## config.mk

```make
export PLATFORM = sky130hd
export DESIGN_NAME = oag_core
export DESIGN_NICKNAME = d
export VERILOG_FILES = /design/src/inc/oag_pkg.sv /design/src/hdl/oag_core.sv
export SDC_FILE = /design/constraint.sdc
export NUM_CORES = 1
export LEC_CHECK = 0
export ABC_AREA = 1
export BUFFER_PORTS_ARGS = -buffer_cell sky130_fd_sc_hd__buf_2
export CORE_AREA = 2 2 143 145
export CTS_CLUSTER_DIAMETER = 150
export DETAILED_ROUTE_END_ITERATION = 6
export DIE_AREA = 0 0 145 147
export PLACE_DENSITY = 0.81
export SYNTH_ARGS = -nofsm -noshare
export SYNTH_HDL_FRONTEND = slang
export SYNTH_SLANG_ARGS = --single-unit
```

## constraint.sdc

```tcl
create_clock -name clk -period 6.44 [get_ports clk]
set_clock_uncertainty 0.05 [all_clocks]
set_input_delay 0.322 -clock clk [delete_from_list [all_inputs] [get_ports clk]]
set_output_delay 0.322 -clock clk [all_outputs]
set_load 0.01 [all_outputs]
```

## src/inc/oag_pkg.sv

```systemverilog
// operand address generator: shared constants
// assumes a 20-bit address space and 16-bit words
`default_nettype none
package oag_pkg;
   // widths
   localparam int AW = 20;
   localparam int DW = 32;
   localparam int RAW = 4;
   // register map, byte offsets
   localparam logic [RAW-1:0] OFS_CTRL = 4'h0;
   localparam logic [RAW-1:0] OFS_COUNT = 4'h4;
   localparam logic [RAW-1:0] OFS_LSRC = 4'h8;
   localparam logic [RAW-1:0] OFS_LDST = 4'hC;
   // reset values
   localparam logic CTRL_RST = 1'b1;
   localparam logic [15:0] COUNT_RST = 16'h0000;
   localparam logic [AW-1:0] ADDR_RST = 20'h0_0000;
   // control bit positions
   localparam int CTRL_EN_BIT = 0;
   // special register numbers
   localparam logic [3:0] REG_PC = 4'h0;
   localparam logic [3:0] REG_SR = 4'h2;
   // source mode codes
   localparam logic [1:0] MODE_REG = 2'h0;
   localparam logic [1:0] MODE_IDX = 2'h1;
   localparam logic [1:0] MODE_IND = 2'h2;
   localparam logic [1:0] MODE_INC = 2'h3;
   // data size codes
   localparam logic [1:0] SIZE_BYTE = 2'h0;
   localparam logic [1:0] SIZE_WORD = 2'h1;
   localparam logic [1:0] SIZE_AWORD = 2'h2;
   // autoincrement steps
   localparam logic [AW-1:0] INC_BYTE = 20'h0_0001;
   localparam logic [AW-1:0] INC_WORD = 20'h0_0002;
   localparam logic [AW-1:0] INC_AWORD = 20'h0_0004;
   // upper nibble that marks the lower 64 KB
   localparam logic [3:0] LOW_SEG = 4'h0;
endpackage
`default_nettype wire

```

## src/hdl/oag_core.sv

```systemverilog
// operand address generator: decodes source and destination
// modes, forms effective addresses, applies register write-back.
// assumes the core presents fetched index words with the request
// and that all inputs come from logic on clk.
`timescale 1ns/100ps
`default_nettype none

module oag_core
   import oag_pkg::*;
(
   input wire logic clk,
   input wire logic rst,
   // register port
   input wire logic [oag_pkg::RAW-1:0] regAddr,
   input wire logic [oag_pkg::DW-1:0] regWdata,
   input wire logic regWr,
   input wire logic regRd,
   output logic [oag_pkg::DW-1:0] regRdata,
   // decode request from the core
   input wire logic reqValid,
   input wire logic [1:0] srcMode,
   input wire logic [3:0] srcSel,
   input wire logic dstMode,
   input wire logic [3:0] dstSel,
   input wire logic byteWord,
   input wire logic extPresent,
   input wire logic extAddrLen,
   input wire logic [3:0] extSrcHi,
   input wire logic [3:0] extDstHi,
   input wire logic [oag_pkg::AW-1:0] srcRegValue,
   input wire logic [oag_pkg::AW-1:0] dstRegValue,
   input wire logic [oag_pkg::AW-1:0] pcValue,
   input wire logic [15:0] srcIndexWord,
   input wire logic [15:0] dstIndexWord,
   // decode answer
   output logic decValid,
   output logic srcUseReg,
   output logic srcMemRd,
   output logic srcImm,
   output logic [oag_pkg::AW-1:0] srcAddr,
   output logic [oag_pkg::AW-1:0] srcImmValue,
   output logic dstUseReg,
   output logic dstMemAcc,
   output logic [oag_pkg::AW-1:0] dstAddr,
   output logic [1:0] dataSize,
   output logic [2:0] instrWords,
   output logic incValid,
   output logic [3:0] incSel,
   output logic [oag_pkg::AW-1:0] incValue,
   // destination register write-back
   input wire logic wbValid,
   input wire logic [3:0] wbSel,
   input wire logic [1:0] wbSize,
   input wire logic wbSignExt,
   input wire logic [oag_pkg::AW-1:0] wbResult,
   output logic regWrValid,
   output logic [3:0] regWrSel,
   output logic [oag_pkg::AW-1:0] regWrData
);
   import oag_pkg::*;

   ////////////////////////////////////////////////////////////
   // address arithmetic

   // effective address from base and index; the 20-bit
   // sum drops its carry and wraps in 1 MB; a short index on a low-segment base wraps in 64 KB
   function automatic logic [AW-1:0] effAddr(
      input logic [AW-1:0] base,
      input logic [15:0] idx,
      input logic ext,
      input logic [3:0] hi
   );
      logic [AW-1:0] lowSum;
      lowSum = base + {4'h0, idx};
      if (ext)
         effAddr = base + {hi, idx};
      else if (base[19:16] == LOW_SEG)
         effAddr = {LOW_SEG, lowSum[15:0]};
      else
         effAddr = base + {{4{idx[15]}}, idx};
   endfunction

   ////////////////////////////////////////////////////////////
   // control and status registers

   logic enable; // decoder on
   logic [15:0] decCount; // decodes done
   logic [AW-1:0] lastSrc; // last source address
   logic [AW-1:0] lastDst; // last destination address
   logic take; // request accepted this cycle

   // requests while disabled are dropped silently
   assign take = reqValid && enable;

   // control register write
   always_ff @(posedge clk or posedge rst)
   begin
      if (rst)
         enable <= CTRL_RST;
      else if (regWr && regAddr == OFS_CTRL)
         enable <= regWdata[CTRL_EN_BIT];
   end

   // decode counter; a software write clears it, but a
   // decode in the same cycle still counts
   always_ff @(posedge clk or posedge rst)
   begin
      if (rst)
         decCount <= COUNT_RST;
      else if (regWr && regAddr == OFS_COUNT)
         decCount <= {15'h0, take};
      else if (take)
         decCount <= decCount + 16'h0001;
   end

   // read data, valid only the cycle after the strobe
   always_ff @(posedge clk or posedge rst)
   begin
      if (rst)
         regRdata <= '0;
      else if (!regRd)
         regRdata <= '0;
      else
      begin
         case (regAddr)
            OFS_CTRL: regRdata <= {31'h0, enable};
            OFS_COUNT: regRdata <= {16'h0, decCount};
            OFS_LSRC: regRdata <= {12'h0, lastSrc};
            OFS_LDST: regRdata <= {12'h0, lastDst};
            default: regRdata <= '0; // unmapped reads zero
         endcase
      end
   end

   ////////////////////////////////////////////////////////////
   // combinational decode

   logic [1:0] next_size;
   logic [AW-1:0] next_srcAddr;
   logic [AW-1:0] next_dstAddr;
   logic [AW-1:0] next_imm;
   logic [AW-1:0] next_step;
   logic [AW-1:0] srcBase; // base for mode one
   logic [AW-1:0] dstBase;
   logic [2:0] next_words;
   logic srcIsImm; // immediate form
   logic srcIsInc; // general autoincrement

   // data size from the length and byte/word bits
   always_comb
   begin
      if (extPresent && !extAddrLen && byteWord)
         next_size = SIZE_AWORD;
      else if (byteWord)
         next_size = SIZE_BYTE;
      else
         next_size = SIZE_WORD;
   end

   // autoincrement step per size
   always_comb
   begin
      case (next_size)
         SIZE_BYTE: next_step = INC_BYTE;
         SIZE_WORD: next_step = INC_WORD;
         SIZE_AWORD: next_step = INC_AWORD;
         default: next_step = INC_WORD;
      endcase
   end

   // base choice: counter, zero for status, else register
   always_comb
   begin
      if (srcSel == REG_PC)
         srcBase = pcValue;
      else if (srcSel == REG_SR)
         srcBase = ADDR_RST;
      else
         srcBase = srcRegValue;
      if (dstSel == REG_PC)
         dstBase = pcValue;
      else if (dstSel == REG_SR)
         dstBase = ADDR_RST;
      else
         dstBase = dstRegValue;
   end

   assign srcIsImm = srcMode == MODE_INC && srcSel == REG_PC;
   assign srcIsInc = srcMode == MODE_INC && srcSel != REG_PC;

   // source address per mode
   always_comb
   begin
      case (srcMode)
         MODE_IDX: next_srcAddr =
            effAddr(srcBase, srcIndexWord, extPresent, extSrcHi);
         MODE_IND: next_srcAddr = srcRegValue;
         MODE_INC: next_srcAddr = srcRegValue;
         default: next_srcAddr = ADDR_RST;
      endcase
   end

   // destination has one mode bit only
   always_comb
   begin
      if (dstMode)
         next_dstAddr =
            effAddr(dstBase, dstIndexWord, extPresent, extDstHi);
      else
         next_dstAddr = ADDR_RST;
   end

   // immediate value, upper bits from extension
   always_comb
   begin
      if (extPresent)
         next_imm = {extSrcHi, srcIndexWord};
      else
         next_imm = {4'h0, srcIndexWord};
   end

   // length: opcode, extension, source word, destination word
   always_comb
   begin
      next_words = 3'd1;
      if (extPresent)
         next_words = next_words + 3'd1;
      if (srcMode == MODE_IDX || srcIsImm)
         next_words = next_words + 3'd1;
      if (dstMode)
         next_words = next_words + 3'd1;
   end

   ////////////////////////////////////////////////////////////
   // registered decode answer

   // answer pulse and its fields
   always_ff @(posedge clk or posedge rst)
   begin
      if (rst)
      begin
         decValid <= 1'b0;
         srcUseReg <= 1'b0;
         srcMemRd <= 1'b0;
         srcImm <= 1'b0;
         dstUseReg <= 1'b0;
         dstMemAcc <= 1'b0;
      end
      else
      begin
         decValid <= take;
         srcUseReg <= take && srcMode == MODE_REG;
         srcMemRd <= take && srcMode != MODE_REG && !srcIsImm;
         srcImm <= take && srcIsImm;
         dstUseReg <= take && !dstMode;
         dstMemAcc <= take && dstMode;
      end
   end

   // answer data held until the next request
   always_ff @(posedge clk or posedge rst)
   begin
      if (rst)
      begin
         srcAddr <= ADDR_RST;
         dstAddr <= ADDR_RST;
         srcImmValue <= ADDR_RST;
         dataSize <= SIZE_WORD;
         instrWords <= 3'd1;
      end
      else if (take)
      begin
         srcAddr <= next_srcAddr;
         dstAddr <= next_dstAddr;
         srcImmValue <= next_imm;
         dataSize <= next_size;
         instrWords <= next_words;
      end
   end

   // last addresses for software
   always_ff @(posedge clk or posedge rst)
   begin
      if (rst)
      begin
         lastSrc <= ADDR_RST;
         lastDst <= ADDR_RST;
      end
      else if (take)
      begin
         lastSrc <= next_srcAddr;
         lastDst <= next_dstAddr;
      end
   end

   // pointer step; the counter's own step for immediates is
   // already covered by the instruction length
   always_ff @(posedge clk or posedge rst)
   begin
      if (rst)
      begin
         incValid <= 1'b0;
         incSel <= 4'h0;
         incValue <= ADDR_RST;
      end
      else
      begin
         incValid <= take && srcIsInc;
         incSel <= srcSel;
         incValue <= srcRegValue + next_step;
      end
   end

   ////////////////////////////////////////////////////////////
   // destination register write-back

   logic [AW-1:0] next_wbData;

   // size shaping of the result
   always_comb
   begin
      if (wbSignExt)
         next_wbData = {{12{wbResult[7]}}, wbResult[7:0]};
      else
      begin
         case (wbSize)
            SIZE_BYTE: next_wbData = {12'h0, wbResult[7:0]};
            SIZE_WORD: next_wbData = {4'h0, wbResult[15:0]};
            SIZE_AWORD: next_wbData = wbResult;
            default: next_wbData = {4'h0, wbResult[15:0]};
         endcase
      end
   end

   // only the destination is written; source stays as is
   always_ff @(posedge clk or posedge rst)
   begin
      if (rst)
      begin
         regWrValid <= 1'b0;
         regWrSel <= 4'h0;
         regWrData <= ADDR_RST;
      end
      else
      begin
         regWrValid <= wbValid;
         regWrSel <= wbSel;
         regWrData <= next_wbData;
      end
   end

   ////////////////////////////////////////////////////////////
   // checks

   a_reg_direct: assert property (
      @(posedge clk) disable iff (rst)
      take && srcMode == MODE_REG |=> srcUseReg && !srcMemRd)
      else $error("register mode caused memory read");

   a_low_trunc: assert property (
      @(posedge clk) disable iff (rst)
      take && srcMode == MODE_IDX && !extPresent
      && srcSel > REG_SR && srcRegValue[19:16] == LOW_SEG
      |=> srcAddr[19:16] == LOW_SEG)
      else $error("low-segment index left 64K");

   a_high_sext: assert property (
      @(posedge clk) disable iff (rst)
      take && dstMode && !extPresent && dstSel > REG_SR
      && dstRegValue[19:16] != LOW_SEG
      |=> dstAddr == $past(dstRegValue)
      + {{4{$past(dstIndexWord[15])}}, $past(dstIndexWord)})
      else $error("high base sum wrong");

   a_abs_base: assert property (
      @(posedge clk) disable iff (rst)
      take && srcMode == MODE_IDX && srcSel == REG_SR
      && !extPresent
      |=> srcAddr == {4'h0, $past(srcIndexWord)})
      else $error("absolute address wrong");

   a_ext_index: assert property (
      @(posedge clk) disable iff (rst)
      take && srcMode == MODE_IDX && extPresent && srcSel > REG_SR
      |=> srcAddr == $past(srcRegValue)
      + {$past(extSrcHi), $past(srcIndexWord)})
      else $error("extended index sum wrong");

   a_indirect_ptr: assert property (
      @(posedge clk) disable iff (rst)
      take && srcMode == MODE_IND
      |=> srcMemRd && srcAddr == $past(srcRegValue))
      else $error("indirect pointer wrong");

   a_inc_step: assert property (
      @(posedge clk) disable iff (rst)
      take && srcIsInc && byteWord && !extPresent
      |=> incValid && incValue == $past(srcRegValue) + 20'h0_0001)
      else $error("byte step not one");

   a_imm_nomem: assert property (
      @(posedge clk) disable iff (rst)
      take && srcIsImm |=> srcImm && !srcMemRd && !incValid)
      else $error("immediate misdecoded");

   a_byte_clear: assert property (
      @(posedge clk) disable iff (rst)
      wbValid && !wbSignExt && wbSize == SIZE_BYTE
      |=> regWrValid && regWrData[19:8] == 12'h000)
      else $error("byte write kept upper bits");

   a_sign_ext: assert property (
      @(posedge clk) disable iff (rst)
      wbValid && wbSignExt
      |=> regWrData[19:8] == {12{$past(wbResult[7])}})
      else $error("sign extension wrong");

endmodule // oag_core
`default_nettype wire

```

==> impl_metrics.toml, run 1 <==
[run_status]
status = "finished, violations left"
violations = "negative hold slack"

[finish]
fin_cells = 1958
antenna_cells = 0
fin_area_um2 = 12500
drive_gt1_frac = 0.220
mostFrequentLayoutCell = "nand2_1"
nFillCells = 1810
nNetsFinal = 1911
area_growth_pct = 24.2
layout_common_cells = "nand2_1 (368), buf_2 (292), inv_1 (184), dfrtp_1 (155), a21oi_1 (111)"

[setup_path]
worst_path_max_delay_cell = "dlygate4sd3_1"
cpLargestDelayFamily = "simple AND/OR/NAND/NOR gates"
cp-start-kind = "primary input"
r2r_end = "lastDst[14]$_DFFE_PP0P_"
arrival_ns = 3.88
max_stage_delay_ns = 0.54
path_max_fanout = 20
cpMostUsedCell = "nand2_1"
path_buf_inv = 3
critPathCaptureType = "register"
reg2regPathDepth = 7
rrSetupSlack_ns = 3.43
crit_path_cell_trace = "dlygate4sd3_1 > buf_2 > nor2_1 > nand2_1 > o21ai_0 > ha_1 > fa_1 > nand2_1 > inv_1 > nand2_1 > nand3_1 > nand2_1 > nand2_1 > nand3_1 > nand3b_1 > nand3_1 > nand2_1 > nand2_1 > a21oi_1"
path_class = "primary input to register"
r2r-start = "enable$_DFFE_PP1P_"
critPathRequiredTime_ns = 6.74

[routing]
routedWlPerCell_um = 17.5
first_pass_iters = 5
drt_iter0_drc = 792
remaining_drc_errors = 0
via_per_inst = 5.41
wl_um = 34200
vias = 10595
ant_nets = 0

[clock_network]
clockRootBuffer = "clkbuf_16"
ctsLongestPathBuffers = 2
cts_setup_buffers = 0
cts-htree-levels = 4
numCtsBuffers = 17
clk-insertion-delay-late_ns = 0.43
cts.sinks = 158
clkTransAtPathRegs_ns = 0.07
cts_tree = "done"

[global_routing]
grt_pass1_vias = 10081
grt_usage = 0.322
grt_max_degree = 88
grt-ovfl-total = 0
antenna_found_initial = 1
grt_pass1_wl_um = 53800

[floorplanning]
initial_core_util = 0.506
die_x_um = 145
num_io_pins = 336
core_um2 = 19800
chipHeight_um = 147
rows = 52
die-area_um2 = 21300

[run]
cap_viol_max_count = 0

[power]
power_density_nw_per_um2 = 280
ir_drop_v = 0.000188
leakagePower_nw = 6.91
p_total_w = 0.00349

[placement]
post_dp_cell_area_um2 = 11700
dp.cells = 1909
place.gp.congestion = 0.992
dp_hpwl_um = 26500
numPortBuffers = 292

[sta]
rsz0062_at_grt = "false"
hold_viol = 9
fmax_ghz = 0.280
slew_viol_final = 0
worst-slew-pin-transition_ns = 1.18
setup_violations = 0
hold_ws_ns = -0.0115
fin_crit_ns = 3.58
setup_tns_ns = 0
timing.slew.headroom = 0.213
min_period_over_period = 0.555

[synthesis]
synth-edff-count = 0
async_flop_share = 1.00
synth_cell_type_count = 56
ys_warn_count = 0
avgSynthCellArea_um2 = 7.29
synth_cells = 1379
synth_area_um2 = 10000
ys_seq_area_frac = 0.394
yosys_register_bits = 158
synth_ff_type = "dfrtp_1"

[min_path]
hold_class = "primary input to asynchronous set/reset pin"
cells in the mapped netlist (3+ instances only):
master | count | share of area
buf_1 | 8 | 0.0030
o22ai_1 | 14 | 0.0087
nand2_2 | 5 | 0.0031
ha_1 | 50 | 0.062
nand3_1 | 87 | 0.043
nand3b_1 | 3 | 0.0022
a21oi_1 | 111 | 0.055
nor2_2 | 7 | 0.0044
buf_4 | 13 | 0.0097
nand3_2 | 3 | 0.0030
a31oi_1 | 3 | 0.0019
o211ai_1 | 3 | 0.0022
o21bai_1 | 7 | 0.0052
nor2_1 | 102 | 0.038
nor3_1 | 18 | 0.0090
nand2_1 | 368 | 0.14
xor2_1 | 16 | 0.014
nor3_4 | 3 | 0.0049
inv_2 | 5 | 0.0019
dfstp_2 | 3 | 0.0078
o21ai_1 | 8 | 0.0040
a21o_1 | 3 | 0.0022
inv_1 | 185 | 0.069
dfrtp_1 | 155 | 0.39
buf_2 | 7 | 0.0035
clkbuf_1 | 19 | 0.0071
nand4_1 | 23 | 0.014
fa_1 | 3 | 0.0060
o221ai_1 | 12 | 0.010
o21ai_0 | 100 | 0.050
flip-flops by register name, summed over array words and instances, names as in the netlist, 2 cells and up:
register / count
regWrData: 20
incSel: 4
instrWords: 3
lastSrc: 20
regRdata: 20
srcImmValue: 20
decCount: 16
incValue: 20
regWrSel: 4
dataSize: 2
lastDst: 20
routing by layer:
| layer | vias to the layer above | GRT usage | part of all wire |
|---|---|---|---|
| met1 | 4904 | 0.416 | 0.41 |
| met2 | 513 | 0.525 | 0.47 |
| met5 | - | 0 | 0.00038 |
| met4 | 2 | 0.161 | 0.047 |
| li1 | 5090 | - | - |
| met3 | 86 | 0.0550 | 0.075 |
report_power, final:
part | switching, W | internal [W]
Combinational | 0.000682 | 0.000384
Clock | 0.000463 | 0.000592
Sequential | 0.000176 | 0.00119
Total | 0.00132 | 0.00217
area by class of cell:
type                            count  area, um^2  area share
Multi-Input combinational cell    991        5170       0.414
Sequential cell                   158        3960       0.317
Timing Repair Buffer              314        1670       0.134
Inverter                          193         732      0.0587
Clock buffer                       17         425      0.0341
Tap cell                          270         338      0.0271
Clock inverter                     15         191      0.0153
stage by stage:
step	utilization	worst slack (ns)
2_1_floorplan	-	1.81
3_5_place_dp	0.589	2.59
6_report	0.629	2.86
3_3_place_gp	0.589	2.68
4_1_cts	0.629	2.96
5_1_grt	0.629	2.53
cells by family after synthesis:
kind of cell / after synthesis / share of synthesized area
compound gates: 273 / 0.150
xor+xnor: 18 / 0.0157
fa+ha+maj: 53 / 0.0682
buf+inv: 241 / 0.0967
flops: 158 / 0.394
mux: 1 / 0.00112
other cells: 1 / 0.000373
simple gates: 634 / 0.274
worst max path at each step:
stage	startpoint	end	slack, ns	cells after the start
global route	srcSel[1]	lastSrc[16]$_DFFE_PP0P_	2.53	19
CTS	srcSel[1]	lastSrc[16]$_DFFE_PP0P_	2.96	19
floorplan	rst	dataSize[1]$_DFFE_PP0P_	1.81	1
global placement	dstSel[3]	lastDst[16]$_DFFE_PP0P_	2.68	21
finish	srcSel[1]	lastSrc[16]$_DFFE_PP0P_	2.86	19
detailed placement	dstSel[3]	lastDst[16]$_DFFE_PP0P_	2.59	21
repair_timing:
| item | CTS | global route |
|---|---|---|
| hold endpoints to repair | 17 | 0 |
| hold buffers | 17 | 0 |
| gates resized for setup | 0 | 0 |
Note: power is estimated with default switching activity, not from simulation.
==> run 2, diff against run 1 <==
--- a/config.mk
+++ b/config.mk
@@ -7,11 +7,11 @@
 export LEC_CHECK = 0
 export ABC_AREA = 1
 export BUFFER_PORTS_ARGS = -buffer_cell sky130_fd_sc_hd__buf_2
-export CORE_AREA = 2 2 143 145
+export CORE_AREA = 2 2 150 152
 export CTS_CLUSTER_DIAMETER = 150
 export DETAILED_ROUTE_END_ITERATION = 6
-export DIE_AREA = 0 0 145 147
-export PLACE_DENSITY = 0.81
+export DIE_AREA = 0 0 152 154
+export PLACE_DENSITY = 0.77
 export SYNTH_ARGS = -nofsm -noshare
 export SYNTH_HDL_FRONTEND = slang
 export SYNTH_SLANG_ARGS = --single-unit
==> constraint.sdc (replaced) <==
create_clock -name clk -period 3.2 [get_ports clk]
set_clock_uncertainty 0.05 [all_clocks]
set_input_delay 0.16 -clock clk [delete_from_list [all_inputs] [get_ports clk]]
set_output_delay 0.16 -clock clk [all_outputs]
set_load 0.01 [all_outputs]
==> run 2 against run 1 <==
Net effect: the flow now finishes without violations; cell count up 3.9%; utilization down 2.3 points; first-iteration DRC count up 15%; global-route usage down 0.57 points; sequential share of layout area down 1.6 points; critical path depth up 2; wire length up 8.8%; power up 100%; critical path type unchanged; critical endpoint unchanged; largest power group unchanged; highest routed layer is now met4.
==> impl_metrics.toml, run 2 (synthesis gave the netlist of run 1 again) <==
[placement]
dp_hpwl_um = 29000
numPortBuffers = 292
place.gp.congestion = 0.982

[setup_path]
r2r-start = "enable$_DFFE_PP1P_"
crit_path_cell_trace = "dlygate4sd3_1 > buf_2 > nor2_2 > nand2_2 > nand2_1 > o21ai_0 > ha_1 > fa_1 > nand2_1 > inv_1 > nand2_1 > nand3_1 > nand2_1 > nand2_1 > nand3_1 > nand2_1 > nand2_1 > nand3_1 > nand2_1 > nand2_1 > a21oi_1"
rrSetupSlack_ns = 1.15
cpLargestDelayFamily = "simple AND/OR/NAND/NOR gates"
path_max_fanout = 7
cp-start-kind = "primary input"
critPathCaptureType = "register"
path_class = "primary input to register"
critPathRequiredTime_ns = 3.51
crit_start = "srcSel[2]"
path_buf_inv = 3
max_stage_delay_ns = 0.54
arrival_ns = 3.30
reg2regPathDepth = 7
path_depth = 21
cpMostUsedCell = "nand2_1"
worst_path_max_delay_cell = "dlygate4sd3_1"
r2r_end = "lastDst[10]$_DFFE_PP0P_"

[clock_network]
cts.sinks = 158
cts-htree-levels = 4
cts_setup_buffers = 0
clockRootBuffer = "clkbuf_16"
cts_tree = "done"
ctsLongestPathBuffers = 2
numCtsBuffers = 17
clkTransAtPathRegs_ns = 0.07
clk-insertion-delay-late_ns = 0.44

[min_path]
whs_endpoint = "incValue[10]$_DFF_PP0_"
min-delay-start = "srcRegValue[9]"
hold_class = "primary input to register"
hold_depth = 3

[finish]
area_growth_pct = 30.8
multi_input_area_um2 = 5170
nFillCells = 1978
seqCellArea_um2 = 3960
antenna_cells = 0
final_core_utilization = 0.606
drive_gt1_frac = 0.222
layout_common_cells = "nand2_1 (367), buf_2 (292), inv_1 (184), dfrtp_1 (155), a21oi_1 (111)"
mostFrequentLayoutCell = "nand2_1"
nNetsFinal = 1977

[floorplanning]
num_io_pins = 336
rows = 54
core_um2 = 21700
initial_core_util = 0.463
chipHeight_um = 154
die_x_um = 152
die-area_um2 = 23400

[power]
leakagePower_nw = 7.19
power_density_nw_per_um2 = 542
ir_drop_v = 0.000372

[sta]
setup_tns_ns = 0
slew_viol_final = 0
hold_viol = 0
timing.slew.headroom = 0.552
rsz0062_at_grt = "false"
worst-slew-pin-transition_ns = 0.666
setup_violations = 0
fin_crit_ns = 2.99
min_period_over_period = 0.935
fmax_ghz = 0.334

[routing]
ant_nets = 0
vias = 10952
via_per_inst = 5.38
routedWlPerCell_um = 18.3
drt_iter0_drc = 911
remaining_drc_errors = 0
wl_um = 37200
first_pass_iters = 5

[global_routing]
grt_pass1_vias = 10712
grt_max_degree = 58
grt-ovfl-total = 0
grt_usage = 0.316
antenna_found_initial = 0
grt_pass1_wl_um = 57900

[run]
cap_viol_max_count = 0

[run_status]
status = "complete, no violations"
run 2: changes by cell type in the layout (fill, tap and decap cells not counted), sizes merged:
| cell | previous run | this run |
|---|---|---|
| buf | 297 | 312 |
| bufinv | 2 | 0 |
| clkinv | 5 | 9 |
| clkinvlp | 1 | 3 |
| dlygate4sd3 | 17 | 68 |
| inv | 200 | 196 |
run 2: layer usage:
metal | track usage | vias up | wire length (um)
met1 | 0.397 | 5089 | 14900
met3 | 0.0530 | 98 | 2710
met2 | 0.538 | 551 | 18100
li1 | - | 5214 | -
met4 | 0.137 | 0 | 1580
met5 | 0 | - | 0
run 2: layout make-up:
| type | count | area share |
|---|---|---|
| Inverter | 193 | 0.0559 |
| Multi-Input combinational cell | 991 | 0.393 |
| Clock buffer | 17 | 0.0324 |
| Tap cell | 280 | 0.0267 |
| Sequential cell | 158 | 0.301 |
| Timing Repair Buffer | 380 | 0.176 |
| Clock inverter | 15 | 0.0143 |
run 2: how the worst max path moves through the flow:
| stage | to | slack (ns) |
|---|---|---|
| floorplan | lastDst[16]$_DFFE_PP0P_ | 0.79 |
| global placement | lastDst[16]$_DFFE_PP0P_ | 0.34 |
| detailed placement | lastSrc[16]$_DFFE_PP0P_ | 0.30 |
| CTS | lastSrc[16]$_DFFE_PP0P_ | 0.19 |
| global route | lastSrc[16]$_DFFE_PP0P_ | 0.008 |
| finish | lastSrc[16]$_DFFE_PP0P_ | 0.21 |
run 2: worst register-to-register path: cells and delay by family (launching register included):
| family | cells | cell delay, ns |
|---|---|---|
| buf+inv | 2 | 0.45 |
| flops | 1 | 0.58 |
| simple gates | 2 | 0.51 |
| compound gates | 3 | 0.38 |
run 2: per-stage QoR:
step / instance area (um^2) / hold slack [ns] / setup WS, ns / std cells / total power, W
2_1_floorplan: 10100 / 0.141 / 0.788 / 1390 / 0.00393
5_1_grt: 13100 / 0.00213 / 0.00788 / 2034 / 0.00749
3_5_place_dp: 11800 / 0.182 / 0.297 / 1934 / 0.00495
3_3_place_gp: 11800 / 0.172 / 0.343 / 1934 / 0.00489
6_report: 13100 / 0.0133 / 0.209 / 2034 / 0.00712
4_1_cts: 13100 / 0.000491 / 0.185 / 2034 / 0.00710
run 2: what timing repair did:
item,in CTS,in global routing
hold buffers,68,0
resized for setup,0,3
endpoints found under the hold margin,90,0
setup endpoints to repair,0,5
run 2: where the power goes:
group	internal (W)	switching, W	leakage [nW]
logic	0.000828	0.00143	4.93
registers	0.00240	0.000373	1.97
clock network	0.00106	0.00102	0.294
total	0.00429	0.00282	7.19
